[src/sfd_pkg.sv]
// Constants and types of the serial frame decoder
package sfd_pkg;
  localparam int SFD_ADDR_BITS = 16;
  localparam int SFD_SYNC_STAGES = 3;
  localparam logic [3:0] SFD_ADDR_LAST = 4'hF;
  localparam logic [3:0] SFD_BYTE_LAST = 4'h7;
  localparam logic [3:0] SFD_CNT_RST = 4'h0;
  localparam logic [2:0] SFD_BYTES_RST = 3'h0;
  localparam logic [15:0] SFD_ADDR_RST = 16'h0000;
  localparam logic [7:0] SFD_BYTE_RST = 8'h00;
  localparam logic [15:0] SFD_ADDR_STEP = 16'h0001;
  localparam int SFD_CTRL_SOCK_MSB = 7;
  localparam int SFD_CTRL_SOCK_LSB = 5;
  localparam int SFD_CTRL_SUB_MSB = 4;
  localparam int SFD_CTRL_SUB_LSB = 3;
  localparam int SFD_CTRL_DIR = 2;
  localparam int SFD_CTRL_MODE_MSB = 1;
  localparam int SFD_CTRL_MODE_LSB = 0;
  localparam logic [2:0] SFD_LAST_OF_1 = 3'h0;
  localparam logic [2:0] SFD_LAST_OF_2 = 3'h1;
  localparam logic [2:0] SFD_LAST_OF_4 = 3'h3;
  localparam logic [2:0] SFD_SOCKET0 = 3'h0;

  typedef enum logic [1:0] {
    SFD_ST_ADDR = 2'h0,
    SFD_ST_CTRL = 2'h1,
    SFD_ST_DATA = 2'h3
  } sfd_state_t;

  typedef enum logic [1:0] {
    SFD_SUB_COMMON = 2'h0,
    SFD_SUB_REGS = 2'h1,
    SFD_SUB_TXBUF = 2'h2,
    SFD_SUB_RXBUF = 2'h3
  } sfd_sub_t;

  typedef enum logic [1:0] {
    SFD_LEN_VAR = 2'h0,
    SFD_LEN_1 = 2'h1,
    SFD_LEN_2 = 2'h2,
    SFD_LEN_4 = 2'h3
  } sfd_len_t;

  typedef struct packed {
    logic [15:0] addr;
    logic [2:0] socket;
    sfd_sub_t sub;
    logic write;
    logic [7:0] data;
  } sfd_access_t;

  localparam sfd_access_t SFD_ACCESS_RST = '{16'h0000, 3'h0, SFD_SUB_COMMON, 1'b0, 8'h00};
endpackage

[src/sfd_spi_frame_decoder.sv]
// Serial frame decoder: address, control and data phases
// Summary of operation
// - Frame is address, control, then data
// - Address phase carries 16-bit offset
// - Offset shifted most significant bit first
// - Offset increments after every data byte
// - Control: block 7-3, direction 2, length 1-0
// - Socket number, subblock; 00 common on socket 0, else reserved
// - Data length 1, 2, 4 or unbounded
// - Select falling starts, rising ends frame
// - Variable mode data phase is unbounded
// - Fixed mode: select low, exact byte count
// - Direction 0 reads, 1 writes
// - Length 00 variable, 01/10/11 one/two/four
// - Sample on rising, change on falling clock
`timescale 1ns/1ps
`default_nettype none
module sfd_spi_frame_decoder import sfd_pkg::*; (
  input wire logic clk_sys_in,
  input wire logic sys_rst_in,
  input wire logic sclk_in,
  input wire logic select_low_in,
  input wire logic mosi_in,
  input wire logic [7:0] rd_data_in,
  output logic miso_out,
  output logic miso_oe_out,
  output sfd_access_t access_out,
  output logic wr_strobe_out,
  output logic rd_strobe_out,
  output logic frame_active_out,
  output logic reserved_block_out
);
  logic [2:0] s2;
  logic [2:0] s3;
  logic sclk_f, cs_f, mosi_f, sclk_prev, cs_prev;
  logic rise, fall, cs_rise;
  sfd_state_t state;
  logic [3:0] cnt;
  logic [15:0] addr_q;
  logic [7:0] ctrl_sh;
  logic [7:0] data_sh;
  logic [2:0] socket_q;
  sfd_sub_t sub_q;
  logic write_q;
  sfd_len_t len_q;
  logic [2:0] bytes;
  logic [2:0] last_byte;
  logic ok_q;
  logic load_pending;
  logic [7:0] rd_cap;
  logic [7:0] tx_sh;
  logic [7:0] ctrl_byte;
  logic ctrl_ok;
  logic byte_done;
  logic frame_last;

  sfd_sync #(.WIDTH(SFD_SYNC_STAGES)) u_sync (
    .clk_sys_in(clk_sys_in),
    .sys_rst_in(sys_rst_in),
    .async_in({sclk_in, select_low_in, mosi_in}),
    .rst_val_in(3'h7),
    .stage2_out(s2),
    .stage3_out(s3)
  );

  // Filtered levels change once stages 2 and 3 agree
  always_ff @(posedge clk_sys_in or posedge sys_rst_in) begin
    if (sys_rst_in) begin
      sclk_f <= 1'b1;
      cs_f <= 1'b1;
      mosi_f <= 1'b1;
      sclk_prev <= 1'b1;
      cs_prev <= 1'b1;
    end else begin
      if (s2[2] == s3[2]) sclk_f <= s3[2];
      if (s2[1] == s3[1]) cs_f <= s3[1];
      if (s2[0] == s3[0]) mosi_f <= s3[0];
      sclk_prev <= sclk_f;
      cs_prev <= cs_f;
    end
  end

  assign rise = sclk_f & ~sclk_prev & ~cs_f;
  assign fall = ~sclk_f & sclk_prev & ~cs_f;
  assign cs_rise = cs_f & ~cs_prev;
  assign ctrl_byte = {ctrl_sh[6:0], mosi_f};
  assign ctrl_ok = !(ctrl_byte[SFD_CTRL_SUB_MSB:SFD_CTRL_SUB_LSB] == SFD_SUB_COMMON
    && ctrl_byte[SFD_CTRL_SOCK_MSB:SFD_CTRL_SOCK_LSB] != SFD_SOCKET0);
  assign byte_done = rise && state == SFD_ST_DATA && cnt == SFD_BYTE_LAST;
  assign frame_last = len_q != SFD_LEN_VAR && bytes == last_byte;

  always_comb begin
    case (len_q)
      SFD_LEN_1: last_byte = SFD_LAST_OF_1;
      SFD_LEN_2: last_byte = SFD_LAST_OF_2;
      SFD_LEN_4: last_byte = SFD_LAST_OF_4;
      default: last_byte = SFD_LAST_OF_4;
    endcase
  end

  // Phase sequencing
  always_ff @(posedge clk_sys_in or posedge sys_rst_in) begin
    if (sys_rst_in) begin
      state <= SFD_ST_ADDR;
      cnt <= SFD_CNT_RST;
      bytes <= SFD_BYTES_RST;
    end else if (cs_f) begin
      state <= SFD_ST_ADDR;
      cnt <= SFD_CNT_RST;
      bytes <= SFD_BYTES_RST;
    end else if (rise) begin
      cnt <= cnt + 4'h1;
      case (state)
        SFD_ST_ADDR: if (cnt == SFD_ADDR_LAST) begin
          state <= SFD_ST_CTRL;
          cnt <= SFD_CNT_RST;
        end
        SFD_ST_CTRL: if (cnt == SFD_BYTE_LAST) begin
          state <= SFD_ST_DATA;
          cnt <= SFD_CNT_RST;
          bytes <= SFD_BYTES_RST;
        end
        SFD_ST_DATA: if (cnt == SFD_BYTE_LAST) begin
          cnt <= SFD_CNT_RST;
          bytes <= bytes + 3'h1;
          if (frame_last) begin
            state <= SFD_ST_ADDR;
          end
        end
        default: begin
          state <= SFD_ST_ADDR;
          cnt <= SFD_CNT_RST;
        end
      endcase
    end
  end

  // Offset, control and data shift registers
  always_ff @(posedge clk_sys_in or posedge sys_rst_in) begin
    if (sys_rst_in) begin
      addr_q <= SFD_ADDR_RST;
      ctrl_sh <= SFD_BYTE_RST;
      data_sh <= SFD_BYTE_RST;
      socket_q <= SFD_SOCKET0;
      sub_q <= SFD_SUB_COMMON;
      write_q <= 1'b0;
      len_q <= SFD_LEN_VAR;
      ok_q <= 1'b0;
    end else if (rise) begin
      case (state)
        SFD_ST_ADDR: addr_q <= {addr_q[14:0], mosi_f};
        SFD_ST_CTRL: begin
          ctrl_sh <= ctrl_byte;
          if (cnt == SFD_BYTE_LAST) begin
            socket_q <= ctrl_byte[SFD_CTRL_SOCK_MSB:SFD_CTRL_SOCK_LSB];
            sub_q <= sfd_sub_t'(ctrl_byte[SFD_CTRL_SUB_MSB:SFD_CTRL_SUB_LSB]);
            write_q <= ctrl_byte[SFD_CTRL_DIR];
            len_q <= sfd_len_t'(ctrl_byte[SFD_CTRL_MODE_MSB:SFD_CTRL_MODE_LSB]);
            ok_q <= ctrl_ok;
          end
        end
        SFD_ST_DATA: begin
          data_sh <= {data_sh[6:0], mosi_f};
          if (cnt == SFD_BYTE_LAST) addr_q <= addr_q + SFD_ADDR_STEP;
        end
        default: ctrl_sh <= SFD_BYTE_RST;
      endcase
    end
  end

  // Access strobes towards the register and buffer side
  always_ff @(posedge clk_sys_in or posedge sys_rst_in) begin
    if (sys_rst_in) begin
      access_out <= SFD_ACCESS_RST;
      wr_strobe_out <= 1'b0;
      rd_strobe_out <= 1'b0;
      reserved_block_out <= 1'b0;
    end else begin
      wr_strobe_out <= 1'b0;
      rd_strobe_out <= 1'b0;
      if (rise && state == SFD_ST_CTRL && cnt == SFD_BYTE_LAST) begin
        reserved_block_out <= !ctrl_ok;
        access_out <= '{addr_q, ctrl_byte[SFD_CTRL_SOCK_MSB:SFD_CTRL_SOCK_LSB],
          sfd_sub_t'(ctrl_byte[SFD_CTRL_SUB_MSB:SFD_CTRL_SUB_LSB]),
          ctrl_byte[SFD_CTRL_DIR], SFD_BYTE_RST};
        rd_strobe_out <= ctrl_ok && !ctrl_byte[SFD_CTRL_DIR];
      end else if (byte_done && ok_q) begin
        if (write_q) begin
          access_out <= '{addr_q, socket_q, sub_q, 1'b1, {data_sh[6:0], mosi_f}};
          wr_strobe_out <= 1'b1;
        end else if (!frame_last) begin
          access_out <= '{addr_q + SFD_ADDR_STEP, socket_q, sub_q, 1'b0, SFD_BYTE_RST};
          rd_strobe_out <= 1'b1;
        end
      end
    end
  end

  // Read data goes out on falling clock edges
  always_ff @(posedge clk_sys_in or posedge sys_rst_in) begin
    if (sys_rst_in) begin
      load_pending <= 1'b0;
      rd_cap <= SFD_BYTE_RST;
      tx_sh <= SFD_BYTE_RST;
      miso_out <= 1'b0;
    end else begin
      if (rd_strobe_out) begin
        load_pending <= 1'b1;
      end else if (cs_f) begin
        load_pending <= 1'b0;
      end else if (fall && load_pending) begin
        load_pending <= 1'b0;
      end
      if (rd_strobe_out) rd_cap <= rd_data_in;
      if (fall && state == SFD_ST_DATA && !write_q) begin
        if (load_pending && !rd_strobe_out) begin
          miso_out <= rd_cap[7];
          tx_sh <= {rd_cap[6:0], 1'b0};
        end else begin
          miso_out <= tx_sh[7];
          tx_sh <= {tx_sh[6:0], 1'b0};
        end
      end
    end
  end

  always_ff @(posedge clk_sys_in or posedge sys_rst_in) begin
    if (sys_rst_in) begin
      miso_oe_out <= 1'b0;
      frame_active_out <= 1'b0;
    end else begin
      miso_oe_out <= !cs_f && state == SFD_ST_DATA && !write_q && ok_q;
      frame_active_out <= !cs_f;
    end
  end
endmodule
`default_nettype wire

[src/sfd_sync.sv]
// Three-stage input synchroniser
`timescale 1ns/1ps
`default_nettype none
module sfd_sync import sfd_pkg::*; #(
  parameter int WIDTH = 1
) (
  input wire logic clk_sys_in,
  input wire logic sys_rst_in,
  input wire logic [WIDTH-1:0] async_in,
  input wire logic [WIDTH-1:0] rst_val_in,
  output logic [WIDTH-1:0] stage2_out,
  output logic [WIDTH-1:0] stage3_out
);
  logic [WIDTH-1:0] stage1;

  // Stage 1 feeds stage 2 only
  always_ff @(posedge clk_sys_in or posedge sys_rst_in) begin
    if (sys_rst_in) begin
      stage1 <= '1;
      stage2_out <= '1;
      stage3_out <= '1;
    end else begin
      stage1 <= async_in;
      stage2_out <= stage1;
      stage3_out <= stage2_out;
    end
  end
endmodule
`default_nettype wire
[config.mk]
export PLATFORM = sky130hd
export DESIGN_NAME = sfd_spi_frame_decoder
export DESIGN_NICKNAME = d
export VERILOG_FILES = /design/src/sfd_pkg.sv /design/src/sfd_spi_frame_decoder.sv /design/src/sfd_sync.sv
export SDC_FILE = /design/constraint.sdc
export NUM_CORES = 1
export LEC_CHECK = 0
export BUFFER_PORTS_ARGS = -buffer_cell sky130_fd_sc_hd__buf_2
export CORE_MARGIN = 3
export CORE_UTILIZATION = 55
export DETAILED_ROUTE_END_ITERATION = 8
export HOLD_SLACK_MARGIN = 0.1
export MAX_ROUTING_LAYER = met4
export PLACE_DENSITY = 0.74
export SYNTH_ARGS = -nofsm -noshare
export SYNTH_HDL_FRONTEND = slang
export SYNTH_HIERARCHICAL = 1
export SYNTH_SLANG_ARGS = --single-unit
[constraint.sdc]
create_clock -name clk_sys_in -period 10.6 [get_ports clk_sys_in]
set_clock_uncertainty 0.15 [all_clocks]
set_input_delay 1.59 -clock clk_sys_in [delete_from_list [all_inputs] [get_ports clk_sys_in]]
set_output_delay 1.59 -clock clk_sys_in [all_outputs]
set_load 0.01 [all_outputs]
## Word level (Yosys, flattened, before mapping)

Cells that the tools add are included.

| cells by class | value |
|---|---|
| bitwise logic cells | 8 |
| reductions and logical operators | 38 |
| add/sub/neg operators | 3 |
| multiplexer cells | 37 |
| equal/unequal tests | 16 |

Operators by type and width:

| operator | count |
|---|---|
| $mux 30 | 4 |
| $pmux 16 s2 | 1 |
| $add 16x1->16 const B | 1 |
| $mux 16 | 1 |
| $mux 4 | 4 |
| $logic_and 1x1->1 | 15 |
| $pmux 7 s2 | 1 |
| $mux 2 | 6 |
| $mux 3 | 4 |
| $ne 3x3->1 const B | 4 |
| $mux 1 | 11 |
| $reduce_bool 3->1 | 3 |
| $mux 8 | 1 |
| $pmux 4 s2 | 1 |
| $reduce_bool 2->1 | 4 |
| $pmux 2 s3 | 1 |
| $pmux 3 s2 | 1 |
| $reduce_and 2->1 | 3 |
| $reduce_and 3->1 | 2 |
| $logic_not 1->1 | 5 |
| $reduce_and 5->1 | 1 |
| $add 4x1->4 const B | 1 |
| $and 1x1->1 | 4 |
| $eq 2x1->1 const B | 2 |
| other kinds (13) | 21 |

| storage, ports and cells | value |
|---|---|
| word-level logic and storage cells | 134 |
| flip-flop bits (word level) | 114 |
| output and inout bits | 36 |
| input port bits | 13 |

## Longest topological paths before layout

| depth | value |
|---|---|
| depth in word-level cells | 9 |
| depth in mapped cells | 9 |
| gate-level depth less buffers | 6 |

## Hierarchy

Netlist, hierarchy kept.

Modules (own cells, without submodules):

| module | cells an instance | area each (um2) | seq. area each (um2) | instances |
|---|---|---|---|---|
| sfd_spi_frame_decoder | 485 | 5338.9 | 2607.5 | 1 |
| sfd_sync | 10 | 240.2 | 236.5 | 1 |

## Worst setup path after synthesis

OpenSTA, ideal clock, no wires.

| timing path | value |
|---|---|
| path type | reg2out |
| start | register rd_strobe_out |
| end | output port rd_strobe_out |
| buffers on the path | 0 |
| arrival time | 0.389 ns |
| slack | 8.471 ns |
| cell stages (with the launch flop) | 1 |
| required time | 8.860 ns |
| path through | dfrtp_1 |

RTL lines:

| item | RTL line | text |
|---|---|---|
| from (decl) | sfd_spi_frame_decoder.sv:29 | `output logic rd_strobe_out,` |
| from (signal assigned) | sfd_spi_frame_decoder.sv:186 | `rd_strobe_out <= ctrl_ok && !ctrl_byte[SFD_CTRL_DIR];` |

No word-level cell between the ends.

## Final worst setup path

| timing path | value |
|---|---|
| start | register state[1] |
| end | register access_out[22] (netlist name) |

| between the ends | value |
|---|---|
| longest elaborated chain between the ends | 6 |
| elaborated cells between the ends (all ways) | 11 |
| classes of those cells | 3 x eq/ne; 1 x mux; 7 x reduce/logical |

Ends and longest elaborated chain:

| item | RTL line | text |
|---|---|---|
| from (decl) | sfd_spi_frame_decoder.sv:37 | `sfd_state_t state;` |
| from (signal assigned) | sfd_spi_frame_decoder.sv:104 | `state <= SFD_ST_ADDR;` |
| from (signal assigned) | sfd_spi_frame_decoder.sv:108 | `state <= SFD_ST_ADDR;` |
| from (signal assigned) | sfd_spi_frame_decoder.sv:115 | `state <= SFD_ST_CTRL;` |
| $eq 2x2->1 | sfd_spi_frame_decoder.sv:89 | `assign byte_done = rise && state == SFD_ST_DATA && cnt == SFD_BYTE_LAST;` |
| $logic_and 1x1->1 (2 in a row) | sfd_spi_frame_decoder.sv:89 |  |
| $logic_and 1x1->1 | sfd_spi_frame_decoder.sv:187 | `end else if (byte_done && ok_q) begin` |
| $reduce_bool 2->1 (no line) | -- |  |
| $reduce_and 2->1 (no line) | -- |  |
| to (signal assigned) | sfd_spi_frame_decoder.sv:183 | `access_out <= '{addr_q, ctrl_byte[SFD_CTRL_SOCK_MSB:SFD_CTRL_SOCK_LSB],` |
| to (signal assigned) | sfd_spi_frame_decoder.sv:189 | `access_out <= '{addr_q, socket_q, sub_q, 1'b1, {data_sh[6:0], mosi_f}};` |
| to (signal assigned) | sfd_spi_frame_decoder.sv:192 | `access_out <= '{addr_q + SFD_ADDR_STEP, socket_q, sub_q, 1'b0, SFD_BYTE_RST};` |
| to (decl) | sfd_spi_frame_decoder.sv:27 | `output sfd_access_t access_out,` |

Several ways; a longest one is shown, not always the timed one.
A chain may end at the register's enable or synchronous reset.

==> metrics.md <==
| Metric | Value |
|---|---|
| Synthesized area per cell | `11.3 sq um` |
| CTS tree | `yes` |
| Drt pass-1 iters | `6` |
| WL final | `between 10000 and 15000 um` |
| Stages on worst setup path | `6` |
| Worst vdd ir | `0.143 mV` |
| Ys Warns | `6` |
| Arr. time, crit path | `3530 ps` |
| Initial core utilization | `56.8%` |
| Synth Instances | `494` |
| Final #Nets | `550` |
| Metal1 wirelength | `5540 um` |
| Die H | `107 um` |
| Max-slew violation count | `0` |
| 1st-iter DRT viols | `roughly 400` |
| Die Footprint | `11400 sq um` |
| I/O pins | `slightly below 50` |
| Diode count | `0` |
| Global route overflow | `0` |
| Clock sink total | `113` |
| Largest net degree at the start of global routing | `74` |
| Crit path max fanout | `23` |
| Row count | `36` |
| Fmax | `0.304 GHz` |
| Cell Pwr Density | `193 nW/um^2` |
| Dpl cells | `about 640` |
| Pleak | `0.00297 uW` |
| Crit path buffers/inverters | `1` |
| Family with the most delay on the worst path | `simple AND/OR/NAND/NOR gates` |
| TritonCTS Buffers | `17` |
| Cells on worst reg2reg path | `6` |
| Postcts setup bufs | `0` |
| Crit path launch type | `register` |
| Clock Latency Late Sink | `510 ps` |
| Design Power | `1230 uW` |
| Fraction of layout cells with a size suffix above 1 | `27.5%` |
| First-pass GRT wire length | `21600 um` |
| WS Path Type | `reg -> reg` |
| Final Non-Filler Cells | `674` |
| Area delta synth->final | `14.6%` |
| Crit path cell chain | `inv_1 > ha_1 > nand4bb_1 > nor2_2 > a21o_4 > mux2_2` |
| Crit-path max cell delay | `910 ps` |
| Total number of vias | `between 4000 and 5000` |
| Hold-fix buffers, CTS | `0` |
| CTS Buffer Depth | `2` |
| Vias per cell | `6.30` |
| Detail Route Antenna Nets | `0` |
| Final worst path period share | `31.1%` |
| Crit path capture type | `register` |
| Dpl cell area | `5790 sq um` |
| Final Core Density | `65.1%` |
| Worst path required time | `10840 ps` |
| Highest Signal Layer | `met4` |
| Post-DP HPWL | `8270 um` |
| Worst Tran Pin Value | `about 1000 ps` |
| TNS Setup | `0 ps` |
| Initial antenna violation count | `0` |
| Core area | `9820 sq um` |
| Syn nets | `approximately 520` |
| Met2 routed WL | `approximately 6000 um` |
| GRT Total Usage | `24.5%` |
| WHS Path Cells | `0` |
| HP Class | `reg -> reg` |
| Tmin final | `approximately 3300 ps` |
| Placer Congestion | `0.936` |
| CTS-repair resized insts | `0` |
| Max cap viols | `0` |
| Die width | `107 um` |
| Number of global-route vias before repair | `4184` |
| RSZ-0062 raised after global routing | `false` |
| Clock transition at path regs | `~50 ps` |
| CP max stage cell | `nor2_2` |
| Drt drc | `0` |
| Port Buffers | `48` |
| DR WL/cell | `18.7 um` |
| Post-Synthesis Cell Area | `5580 sq um` |
| CTS root buffer | `clkbuf_8` |
| H-tree levels | `4` |
| Endpoints failing setup | `0` |
| Status | `finished clean` |
| Met3 WL | `859 um` |
| Final count of hold timing violations | `0` |
| Design area | `6390 sq um` |
| Max-slew headroom | `about 30%` |
==> layout make-up <==
type                    count  area, sq um
fillers                   778         3430
repair buffers             50          255
well taps                 133          166
inverters                  20         77.6
flip-flops and latches    113         2840
clock inverters            11          151
clock buffers              21          449
multi-input cells         326         2440
==> where the power goes <==
group          total, uW  switching [uW]  internal [uW]  leakage, uW
Clock                573             200            372     0.000293
Sequential           531            68.6            463      0.00150
Combinational        129            75.5           53.3      0.00117
Total               1230             344            888      0.00297
==> worst paths after layout <==
path / start / end / slack (ps)
hold reg to reg: u_sync/stage1[1]$_DFF_PP1_ / u_sync/stage2_out[1]$_DFF_PP1_ / 210
hold / removal: u_sync/stage1[1]$_DFF_PP1_ / u_sync/stage2_out[1]$_DFF_PP1_ / 210
max in group asynchronous: sys_rst_in / rd_strobe_out$_DFF_PP0_ / 8090
min in group asynchronous: sys_rst_in / ctrl_sh[4]$_DFFE_PP0P_ / 930
setup / recovery: state[1]$_DFFE_PP0P_ / access_out[22]$_DFFE_PP0P_ / 7310
setup reg to reg: state[1]$_DFFE_PP0P_ / access_out[22]$_DFFE_PP0P_ / 7310
==> registers in the layout, indices dropped and copies added (netlist names), 2 cells and up <==
register,count
sub_q,2
tx_sh,7
data_sh,7
addr_q,16
ctrl_sh,7
access_out,30
rd_cap,8
u_sync/stage3_out,3
cnt,4
u_sync/stage1,3
socket_q,3
len_q,2
bytes,3
u_sync/stage2_out,3
state,2
==> metal layers <==
| metal | track usage (%) | vias up |
|---|---|---|
| met5 | - | - |
| met1 | 34.0 | 2131 |
| met4 | 9.13 | 0 |
| met2 | 35.7 | 196 |
| li1 | - | 1900 |
| met3 | 5.30 | 22 |
==> stage by stage <==
step / hold WS [ps] / setup slack, ps
floorplan: 195 / 6130
global placement: 196 / 7500
detailed placement: 199 / 7360
CTS: 207 / 7370
global route: 208 / 7170
finish: 207 / 7310
==> placed cells by master, fill, tap and decap left out, types with 13 or more instances in the layout <==
cell type	count
dfrtp_1	100
buf_2	48
nand2_1	41
o21ai_0	39
mux2_2	23
inv_1	18
a21oi_1	16
clkbuf_16	16
nand3_1	15
dfstp_2	13
Note: power is estimated with default switching activity, not from simulation.
